[src/hmews_pkg.sv]
// Package for the halt-mode entry and wake sequencer.
// Assumes one core clock at 25 MHz; all counts are in cycles of that clock.
package hmews_pkg;

    ////////////////////////////////////////////////////////////////////////
    // Clock and counter geometry
    localparam int          CLK_PERIOD_NS = 40;
    localparam int          CNT_W         = 18;

    // Hold-off lengths after the sleep instruction, per divider select
    localparam int          HOLD_CYC_LOW  = 16;
    localparam int          HOLD_CYC_MID  = 32;
    localparam int          HOLD_CYC_HIGH = 64;

    // External clock output stop point, inside the 32..45 cycle window
    localparam logic [6:0]  EXTCLK_STOP_CYC = 7'h20;
    // Least spacing between sleep and an accepted wake edge
    localparam logic [6:0]  WAKE_GUARD_CYC  = 7'h04;
    localparam logic [6:0]  ENT_CNT_MAX     = 7'h7f;

    // Oscillator start-up time, plain default
    localparam int          OSC_SETTLE_NS  = 40000;
    localparam int          OSC_SETTLE_CYC = OSC_SETTLE_NS / CLK_PERIOD_NS;

    // PLL lock interval, applied even with the PLL bypassed
    localparam int          LOCK_CYC_DEF = 131072;

    // Latency from lock to resumed execution
    localparam int          RESUME_FLASH_CYC = 1125;
    localparam int          RESUME_RAM_CYC   = 35;

    ////////////////////////////////////////////////////////////////////////
    // Sequencer phases, also shown on the status output
    typedef enum logic [2:0] {
        HMEWS_RUN    = 3'b000,
        HMEWS_HOLD   = 3'b001,
        HMEWS_HALTED = 3'b010,
        HMEWS_SETTLE = 3'b011,
        HMEWS_LOCK   = 3'b100,
        HMEWS_RESUME = 3'b101
    } hmews_phase_t;

    // Clock and power controls that travel together
    typedef struct packed {
        logic sys_clk_en;
        logic core_clk_en;
        logic periph_clk_en;
        logic pll_power_en;
        logic osc_en;
        logic ext_clk_out_en;
    } hmews_gate_t;

    localparam hmews_gate_t GATE_RESET = 6'h3f;

endpackage : hmews_pkg

[src/hmews_count.sv]
// Loadable down counter shared by the sequencer phases.
// Assumes the owner loads it on entry to every phase but HALTED and RUN; it stops at zero.
`timescale 1ns/100ps
`default_nettype none
module hmews_count (
    input  wire logic                          core_clk,
    input  wire logic                          rst,
    input  wire logic                          load,
    input  wire logic [hmews_pkg::CNT_W-1:0]   load_val,
    output logic                               zero
);
    import hmews_pkg::*;

    logic [CNT_W-1:0] cnt_q;

    // Load wins over counting; decrement until zero
    always_ff @(posedge core_clk or posedge rst) begin
        if (rst) begin
            cnt_q <= '0;
        end else if (load) begin
            cnt_q <= load_val;
        end else if (cnt_q != '0) begin
            cnt_q <= cnt_q - 1'b1;
        end
    end

    assign zero = (cnt_q == '0);

endmodule : hmews_count
`default_nettype wire

[src/hmews_sync.sv]
// Two-stage synchroniser for the wake pin.
// Assumes the pin is asynchronous to core_clk; only the second stage leaves.
`timescale 1ns/100ps
`default_nettype none
module hmews_sync (
    input  wire logic core_clk,
    input  wire logic rst,
    input  wire logic async_in,
    output logic      sync_out
);
    import hmews_pkg::*;

    logic meta_q;

    // Pin idles high, so both stages reset high
    always_ff @(posedge core_clk or posedge rst) begin
        if (rst) begin
            meta_q   <= 1'b1;
            sync_out <= 1'b1;
        end else begin
            meta_q   <= async_in;
            sync_out <= meta_q;
        end
    end

endmodule : hmews_sync
`default_nettype wire

[src/hmews_top.sv]
// Halt-mode entry and wake sequencer: entry hold-off, clock and power
// gating, wake on a falling pin edge, oscillator settle, PLL lock wait,
// and resume latency.
// Assumes sleep_exec is a one-cycle pulse from core logic on core_clk and
// that the wake pin is asynchronous.
//
// Behaviour
// - Sleep with halt selected starts entry
// - Hold system clock 16/32/64 cycles by divider
// - Hold-off never extended for external memory
// - After hold-off gate peripherals, power PLL down
// - Crystal source also stops the oscillator
// - Wake pin falling edge restarts oscillator
// - Wait 131072 cycles for PLL lock
// - Lock wait applies even with PLL bypassed
// - After lock enable clocks, leave, service interrupt
// - Resume within 1125 flash or 35 RAM
// - External clock out low 32..45 cycles
`timescale 1ns/100ps
`default_nettype none
module hmews_top #(
    parameter int LOCK_CYCLES = hmews_pkg::LOCK_CYC_DEF
) (
    input  wire logic                  core_clk,
    input  wire logic                  rst,
    input  wire logic                  sleep_exec,
    input  wire logic                  halt_selected,
    input  wire logic [1:0]            clock_divider_select,
    input  wire logic                  crystal_source,
    input  wire logic                  wake_from_flash,
    input  wire logic                  wake_pin,
    output hmews_pkg::hmews_gate_t     clk_gate,
    output hmews_pkg::hmews_phase_t    phase,
    output logic                       exec_resume,
    output logic                       irq_service
);
    import hmews_pkg::*;

    ////////////////////////////////////////////////////////////////////////
    // Derived counts
    localparam logic [CNT_W-1:0] LD_HOLD_LOW  = CNT_W'(HOLD_CYC_LOW - 1);
    localparam logic [CNT_W-1:0] LD_HOLD_MID  = CNT_W'(HOLD_CYC_MID - 1);
    localparam logic [CNT_W-1:0] LD_HOLD_HIGH = CNT_W'(HOLD_CYC_HIGH - 1);
    localparam logic [CNT_W-1:0] LD_SETTLE    = CNT_W'(OSC_SETTLE_CYC - 1);
    localparam logic [CNT_W-1:0] LD_LOCK      = CNT_W'(LOCK_CYCLES - 1);
    localparam logic [CNT_W-1:0] LD_RES_FLASH = CNT_W'(RESUME_FLASH_CYC - 1);
    localparam logic [CNT_W-1:0] LD_RES_RAM   = CNT_W'(RESUME_RAM_CYC - 1);

    hmews_phase_t     state_q;
    hmews_gate_t      gate_q;
    logic [1:0]       div_q;
    logic             xtal_q;
    logic             flash_q;
    logic [6:0]       ent_cnt_q;
    logic             wake_s;
    logic             wake_d1_q;
    logic             wake_fall;
    logic             cnt_load;
    logic [CNT_W-1:0] cnt_val;
    logic             cnt_zero;
    logic             sleep_take;
    logic [CNT_W-1:0] hold_ld;

    ////////////////////////////////////////////////////////////////////////
    // Wake pin synchroniser and falling-edge detect on the second stage
    hmews_sync u_sync (
        .core_clk (core_clk),
        .rst      (rst),
        .async_in (wake_pin),
        .sync_out (wake_s)
    );

    always_ff @(posedge core_clk or posedge rst) begin
        if (rst) begin
            wake_d1_q <= 1'b1;
        end else begin
            wake_d1_q <= wake_s;
        end
    end

    assign wake_fall = wake_d1_q & ~wake_s;

    ////////////////////////////////////////////////////////////////////////
    // Shared phase counter
    hmews_count u_count (
        .core_clk (core_clk),
        .rst      (rst),
        .load     (cnt_load),
        .load_val (cnt_val),
        .zero     (cnt_zero)
    );

    assign sleep_take = (state_q == HMEWS_RUN) && sleep_exec && halt_selected;

    // Hold-off length from the live select at the entry cycle
    always_comb begin
        unique case (clock_divider_select)
            2'b00, 2'b01: hold_ld = LD_HOLD_LOW;
            2'b10:        hold_ld = LD_HOLD_MID;
            2'b11:        hold_ld = LD_HOLD_HIGH;
        endcase
    end

    // Counter load value per phase transition
    always_comb begin
        cnt_load = 1'b0;
        cnt_val  = '0;
        unique case (state_q)
            HMEWS_RUN: begin
                cnt_load = sleep_take;
                cnt_val  = hold_ld;
            end
            HMEWS_HOLD: begin
                cnt_load = 1'b0;
            end
            HMEWS_HALTED: begin
                cnt_load = wake_fall && (ent_cnt_q >= WAKE_GUARD_CYC);
                cnt_val  = xtal_q ? LD_SETTLE : LD_LOCK;
            end
            HMEWS_SETTLE: begin
                cnt_load = cnt_zero;
                cnt_val  = LD_LOCK;
            end
            HMEWS_LOCK: begin
                cnt_load = cnt_zero;
                cnt_val  = flash_q ? LD_RES_FLASH : LD_RES_RAM;
            end
            HMEWS_RESUME: begin
                cnt_load = 1'b0;
            end
            default: begin
                cnt_load = 1'b0;
            end
        endcase
    end

    ////////////////////////////////////////////////////////////////////////
    // Entry settings captured once per sequence
    always_ff @(posedge core_clk or posedge rst) begin
        if (rst) begin
            div_q   <= 2'h0;
            xtal_q  <= 1'b0;
            flash_q <= 1'b0;
        end else if (sleep_take) begin
            div_q   <= clock_divider_select;
            xtal_q  <= crystal_source;
            flash_q <= wake_from_flash;
        end
    end

    // Cycles since sleep, saturating; idle at zero while running
    always_ff @(posedge core_clk or posedge rst) begin
        if (rst) begin
            ent_cnt_q <= 7'h00;
        end else if (sleep_take) begin
            ent_cnt_q <= 7'h01;
        end else if (state_q == HMEWS_RUN) begin
            ent_cnt_q <= 7'h00;
        end else if (ent_cnt_q != ENT_CNT_MAX) begin
            ent_cnt_q <= ent_cnt_q + 7'h01;
        end
    end

    ////////////////////////////////////////////////////////////////////////
    // Phase sequencing
    always_ff @(posedge core_clk or posedge rst) begin
        if (rst) begin
            state_q <= HMEWS_RUN;
        end else begin
            unique case (state_q)
                HMEWS_RUN: begin
                    if (sleep_take) begin
                        state_q <= HMEWS_HOLD;
                    end
                end
                HMEWS_HOLD: begin
                    // Fixed count, external memory activity is not waited on
                    if (cnt_zero) begin
                        state_q <= HMEWS_HALTED;
                    end
                end
                HMEWS_HALTED: begin
                    if (cnt_load) begin
                        state_q <= xtal_q ? HMEWS_SETTLE : HMEWS_LOCK;
                    end
                end
                HMEWS_SETTLE: begin
                    if (cnt_zero) begin
                        state_q <= HMEWS_LOCK;
                    end
                end
                HMEWS_LOCK: begin
                    // Full count whether or not the PLL is in use
                    if (cnt_zero) begin
                        state_q <= HMEWS_RESUME;
                    end
                end
                HMEWS_RESUME: begin
                    if (cnt_zero) begin
                        state_q <= HMEWS_RUN;
                    end
                end
                default: begin
                    state_q <= HMEWS_RUN;
                end
            endcase
        end
    end

    // Clock, PLL and oscillator gating
    always_ff @(posedge core_clk or posedge rst) begin
        if (rst) begin
            gate_q <= GATE_RESET;
        end else begin
            if (state_q == HMEWS_HOLD && cnt_zero) begin
                gate_q.sys_clk_en    <= 1'b0;
                gate_q.core_clk_en   <= 1'b0;
                gate_q.periph_clk_en <= 1'b0;
                gate_q.pll_power_en  <= 1'b0;
                gate_q.osc_en        <= ~xtal_q;
            end
            if (state_q == HMEWS_HALTED && cnt_load) begin
                gate_q.osc_en <= 1'b1;
            end
            if (state_q != HMEWS_RUN && ent_cnt_q == EXTCLK_STOP_CYC) begin
                gate_q.ext_clk_out_en <= 1'b0;
            end
            if (state_q == HMEWS_LOCK && cnt_zero) begin
                gate_q <= GATE_RESET;
            end
        end
    end

    // Resume and interrupt-service pulses at the end of the latency
    always_ff @(posedge core_clk or posedge rst) begin
        if (rst) begin
            exec_resume <= 1'b0;
            irq_service <= 1'b0;
        end else begin
            exec_resume <= (state_q == HMEWS_RESUME) && cnt_zero;
            irq_service <= (state_q == HMEWS_RESUME) && cnt_zero;
        end
    end

    assign clk_gate = gate_q;
    assign phase    = state_q;

    ////////////////////////////////////////////////////////////////////////
    // Checks
    localparam int          EXT_LO = 32;
    localparam int          EXT_HI = 45;
    localparam logic [10:0] RES_FL = 11'h465;
    localparam int          RES_RM = 35;

    logic [6:0]       hold_len_q;
    logic [CNT_W-1:0] lock_len_q;
    logic [10:0]      res_len_q;

    // Helper: cycles spent in hold-off and in lock
    always_ff @(posedge core_clk or posedge rst) begin
        if (rst) begin
            hold_len_q <= 7'h00;
            lock_len_q <= '0;
            res_len_q  <= 11'h000;
        end else begin
            res_len_q  <= (state_q == HMEWS_RESUME) ? res_len_q + 11'h001 : 11'h000;
            hold_len_q <= sleep_take ? 7'h01 :
                          (state_q == HMEWS_HOLD) ? hold_len_q + 7'h01 : hold_len_q;
            lock_len_q <= (state_q == HMEWS_LOCK) ? lock_len_q + 1'b1 : '0;
        end
    end

    property p_entry;
        @(posedge core_clk) disable iff (rst)
        (state_q == HMEWS_RUN && sleep_exec && halt_selected) |=> state_q == HMEWS_HOLD;
    endproperty
    a_entry: assert property (p_entry) else $error("Sleep did not start entry");

    property p_hold;
        @(posedge core_clk) disable iff (rst)
        $fell(gate_q.sys_clk_en) |->
            $past(hold_len_q) == (div_q == 2'b11 ? 7'd64 : div_q == 2'b10 ? 7'd32 : 7'd16);
    endproperty
    a_hold: assert property (p_hold) else $error("Hold-off length wrong");

    property p_halt_gates;
        @(posedge core_clk) disable iff (rst)
        state_q == HMEWS_HALTED |-> !gate_q.periph_clk_en && !gate_q.pll_power_en;
    endproperty
    a_halt_gates: assert property (p_halt_gates) else $error("Halt gating missing");

    property p_osc_off;
        @(posedge core_clk) disable iff (rst)
        (state_q == HMEWS_HALTED && xtal_q) |-> !gate_q.osc_en;
    endproperty
    a_osc_off: assert property (p_osc_off) else $error("Oscillator not stopped");

    property p_wake;
        @(posedge core_clk) disable iff (rst)
        (state_q == HMEWS_HALTED && wake_fall && ent_cnt_q >= WAKE_GUARD_CYC) |=>
            gate_q.osc_en && (state_q == HMEWS_SETTLE || state_q == HMEWS_LOCK);
    endproperty
    a_wake: assert property (p_wake) else $error("Wake edge not honoured");

    property p_lock_len;
        @(posedge core_clk) disable iff (rst)
        $fell(state_q == HMEWS_LOCK) |-> $past(lock_len_q) == CNT_W'(LOCK_CYCLES - 1);
    endproperty
    a_lock_len: assert property (p_lock_len) else $error("Lock interval wrong");

    property p_lock_gated;
        @(posedge core_clk) disable iff (rst)
        state_q == HMEWS_LOCK |-> !gate_q.core_clk_en && !gate_q.sys_clk_en;
    endproperty
    a_lock_gated: assert property (p_lock_gated) else $error("Clock on during lock");

    property p_clk_on;
        @(posedge core_clk) disable iff (rst)
        $rose(state_q == HMEWS_RESUME) |-> gate_q == GATE_RESET;
    endproperty
    a_clk_on: assert property (p_clk_on) else $error("Clocks not restored");

    property p_resume_flash;
        @(posedge core_clk) disable iff (rst)
        (state_q == HMEWS_RESUME && flash_q) |-> res_len_q < RES_FL;
    endproperty
    a_resume_flash: assert property (p_resume_flash) else $error("Flash resume late");

    property p_resume_ram;
        @(posedge core_clk) disable iff (rst)
        ($rose(state_q == HMEWS_RESUME) && !flash_q) |-> ##[1:RES_RM] exec_resume;
    endproperty
    a_resume_ram: assert property (p_resume_ram) else $error("RAM resume late");

    property p_extclk;
        @(posedge core_clk) disable iff (rst)
        sleep_take |-> ##[EXT_LO:EXT_HI] !gate_q.ext_clk_out_en;
    endproperty
    a_extclk: assert property (p_extclk) else $error("External clock stop off");

    // Cycles since sleep come from the saturating entry counter
    property p_extclk_on;
        @(posedge core_clk) disable iff (rst)
        (state_q != HMEWS_RUN && ent_cnt_q <= EXTCLK_STOP_CYC) |-> gate_q.ext_clk_out_en;
    endproperty
    a_extclk_on: assert property (p_extclk_on) else $error("External clock stopped early");

    property p_div_held;
        @(posedge core_clk) disable iff (rst)
        (state_q == HMEWS_HOLD && $past(state_q) == HMEWS_HOLD) |-> $stable(div_q);
    endproperty
    a_div_held: assert property (p_div_held) else $error("Divider changed in hold");

    c_entry: cover property (@(posedge core_clk) disable iff (rst) sleep_take);
    c_halted: cover property (@(posedge core_clk) disable iff (rst)
        $rose(state_q == HMEWS_HALTED));
    c_resume: cover property (@(posedge core_clk) disable iff (rst) exec_resume);

endmodule : hmews_top
`default_nettype wire

[config.mk]
export PLATFORM = sky130hd
export DESIGN_NAME = hmews_top
export DESIGN_NICKNAME = d
export VERILOG_FILES = /design/src/hmews_pkg.sv /design/src/hmews_count.sv /design/src/hmews_sync.sv /design/src/hmews_top.sv
export SDC_FILE = /design/constraint.sdc
export NUM_CORES = 1
export LEC_CHECK = 0
export BUFFER_PORTS_ARGS = -buffer_cell sky130_fd_sc_hd__buf_2
export CORE_MARGIN = 1.5
export CORE_UTILIZATION = 25
export CTS_BUF_LIST = sky130_fd_sc_hd__clkbuf_2
export CTS_CLUSTER_DIAMETER = 200
export DETAILED_ROUTE_END_ITERATION = 10
export GPL_TIMING_DRIVEN = 0
export PLACE_DENSITY = 0.39
export SLEW_MARGIN = 20
export SYNTH_ARGS = -nofsm -noshare
export SYNTH_HDL_FRONTEND = slang
export SYNTH_SLANG_ARGS = --single-unit
[constraint.sdc]
create_clock -name core_clk -period 2.58 [get_ports core_clk]
set_clock_uncertainty 0.2 [all_clocks]
set_input_delay 0 -clock core_clk [delete_from_list [all_inputs] [get_ports core_clk]]
set_output_delay 0 -clock core_clk [all_outputs]
set_load 0.03 [all_outputs]
==> flow_metrics.env <==
export IMPL_clock_sinks=37
export IMPL_async_flop_share=1.00
export IMPL_min_period_ns=2.41
export IMPL_numCtsBuffers=5
export IMPL_drive_above_1_share=0.213
export IMPL_power_w=0.00201
export IMPL_synth_compound_area_frac=0.202
export IMPL_critPathKind="flip-flop to flip-flop"
export IMPL_antenna_found_initial=1
export IMPL_slowest_delay_ns=0.67
export IMPL_clk_path_buf_depth=2
export IMPL_postPlaceCellArea_um2=2400
export IMPL_dp_cells=351
export IMPL_worstSkewPairLatency_ns=0.39
export IMPL_viasPerCell=4.91
export IMPL_dr_pass1_iters=4
export IMPL_syn_inst=226
export IMPL_worstPathRequired_ns=2.66
export IMPL_ys_ff_latch=37
export IMPL_core_um2=8300
export IMPL_area_growth_pct=20.3
export IMPL_clkSlewWorstSetupHoldPaths_ns=0.19
export IMPL_cts_root_buf="clkbuf_2"
export IMPL_yosys_mux_area_fraction=0
export IMPL_fp_row_count=33
export IMPL_grt_pass1_vias=1800
export IMPL_fin_area_um2=2590
export IMPL_worstPathCellList="nor3_2 -> nand3_1 -> dlygate4sd3_1 -> nand2_1 -> nand2_1"
export IMPL_drv_slew=0
export IMPL_finalSetupViolCount=0
export IMPL_max_slew_margin=0.396
export IMPL_design_die_area_um2=9180
export IMPL_start_util=0.259
export IMPL_drtIter0Drc=150
export IMPL_synth_top_cells_by_area="dfrtp_1, dfstp_2, xor2_1, nand2_1, o21ai_0"
export IMPL_finalHoldViolCount=0
export IMPL_die_w_um=95.8
export IMPL_arrival_ns=2.49
export IMPL_nets=279
export IMPL_synth_seq_area_share=0.433
export IMPL_die_h_um=95.8
export IMPL_synth_net_count=239
export IMPL_vdd_drop_max_mv=0.347
export IMPL_grt_overflow_total=0
export IMPL_yosysWarnings=0
export IMPL_critPathLaunchType="flip-flop"
export IMPL_cp_max_fo=10
export IMPL_grt_max_degree=28
export IMPL_gp_congestion=0.871
export IMPL_netlist_area_um2=2150
export IMPL_final_cells=373
export IMPL_path_common_cell="nand2_1"
export IMPL_synth_simple_area_share=0.226
export IMPL_cts_htree_levels=2
export IMPL_hold_class="input port to flip-flop"
export IMPL_rsz0062_at_grt="yes"
export IMPL_maxCapViolCount=0
export IMPL_end_kind="flip-flop"
export IMPL_worstMarginPinSlew_ns=0.898
export IMPL_synth_top_family_by_area="simple AND/OR/NAND/NOR gates"
export IMPL_power_density_nw_per_um2=775
export IMPL_wl_per_cell_um=15.4
export IMPL_cts_tree="done"
export IMPL_top_level_ports=20
export IMPL_grt_pass1_wl_um=9290
export IMPL_synth_xor_area_share=0.0691
export IMPL_synth_ff_type="dfrtp_1"
export IMPL_whs_ns=0.142
export IMPL_ys_types=52
export IMPL_yosysTopAreaCellShare=0.360
export IMPL_hpwlAfterDp_um=4140
export IMPL_postSynthAreaPerCell_um2=9.53
export IMPL_status="finished, final reports clean"
export IMPL_track_usage=0.135
export IMPL_vias=1833
export IMPL_synth_edff_count=0
export IMPL_leakagePower_nw=1.05
export IMPL_critPathTopFamily="simple AND/OR/NAND/NOR gates"
export IMPL_clock_fmax_mhz=415
export IMPL_fin_crit_sh=0.933
export IMPL_yosysTopAreaCell="dfrtp_1"
export IMPL_port_buffer_count=19
export IMPL_synthAdderAreaFrac=0.0232
export IMPL_drc=0
export IMPL_antenna_left=0
export IMPL_critPathBufInv=1
export IMPL_routed_wl_um=5760
export IMPL_critPathSlowestCell="dlygate4sd3_1"
-- cell families after synthesis --
logic type	after synthesis
AO/OA/AOI/OAI	60
XOR/XNOR	17
flip-flops	37
adder cells (fa/ha/maj)	4
buffers and inverters	21
AND/OR/NAND/NOR	87
-- flip-flops by register name, summed over array words and instances, names as in the netlist --
name             flops
u_count.cnt_q       18
ent_cnt_q            7
clk_gate             3
phase                3
flash_q              1
irq_service          1
u_sync.meta_q        1
u_sync.sync_out      1
wake_d1_q            1
xtal_q               1
-- final cells by class --
cell class                 count  area [µm²]
fill                         873        5710
multi-input combinational    168        1140
sequential                    37         933
timing repair buffer          33         240
tap                          105         131
buffer                        12        65.1
clock buffer                   7        35.0
inverter                       9        33.8
clock inverter                 1        3.75
antenna                        1        2.50
-- timing repair --
item                                    CTS  global route
endpoints found under the hold margin    43             1
hold buffers                             10             1
gates resized for setup                   0             4
buffers inserted                          0             2
endpoints found under the setup margin    0            12
-- worst paths after layout --
check | startpoint | endpoint | slack (ns) | cells past startpoint
setup / recovery | phase[2]$_DFFE_PP0P_ | flash_q$_DFFE_PP0N_ | 0.17 | 5
hold / removal | wake_from_flash | flash_q$_DFFE_PP0N_ | 0.14 | 4
setup reg to reg | phase[2]$_DFFE_PP0P_ | flash_q$_DFFE_PP0N_ | 0.17 | 5
hold reg to reg | u_sync.meta_q$_DFF_PP1_ | u_sync.sync_out$_DFF_PP1_ | 0.17 | 0
max in group asynchronous | rst | wake_d1_q$_DFF_PP1_ | 1.24 | 5
min in group asynchronous | rst | ent_cnt_q[4]$_DFFE_PP0P_ | 0.43 | 4
-- worst reg2reg max path, stage by stage (launching register included) --
cell,delay (ns)
dfrtp_1,0.43
nor3_2,0.60
nand3_1,0.27
dlygate4sd3_1,0.67
nand2_1,0.08
nand2_1,0.05
-- synthesized netlist by cell type, drive strengths merged, types with 6 or more instances --
library cell,count
xor2,13
nor2,15
o22ai,8
buf,8
o21ai,14
nor3,7
nand3,11
a21oi,7
dfstp,6
dfrtp,31
inv,9
nand2,22
-- report_power, final --
group	internal (W)	switching, W
Sequential	0.000780	0.000249
Clock	0.0000726	0.000189
Combinational	0.000316	0.000400
Total	0.00117	0.000839
-- layout by cell type (no fill, tap or decap), types with 4 or more instances in the layout --
cell type,instances
a31oi_1,5
o21ai_0,14
inv_1,8
nand3_1,11
a21oi_1,7
nand2_1,22
buf_2,23
o22ai_1,8
nor3_1,5
nor2b_1,4
dlygate4sd3_1,11
dfrtp_1,31
clkbuf_2,7
nor2_1,15
ha_1,4
and3_1,4
buf_4,6
dfstp_2,6
xor2_1,13
nand4_1,5
clkbuf_1,4
xnor2_1,4
-- layer usage --
layer  wire length (µm)  vias up  global-route usage  part of all wire
li1                   -      917                   -                 -
met2               2530       33               0.197              0.44
met5                  0        -                   0                 0
met3                191        8              0.0253             0.033
met4                108        0              0.0613             0.019
met1               2930      875               0.193              0.51
-- metrics by stage --
stage,util,TNS [ns],setup WS (ns)
after floorplan,-,0,0.458
after global placement,0.287,0,0.0116
after detailed placement,0.289,0,0.0461
after CTS,0.306,0,0.00170
after global routing,0.312,-0.00604,-0.00338
final,0.312,0,0.173
No activity file was read; power rests on OpenSTA's default activity.
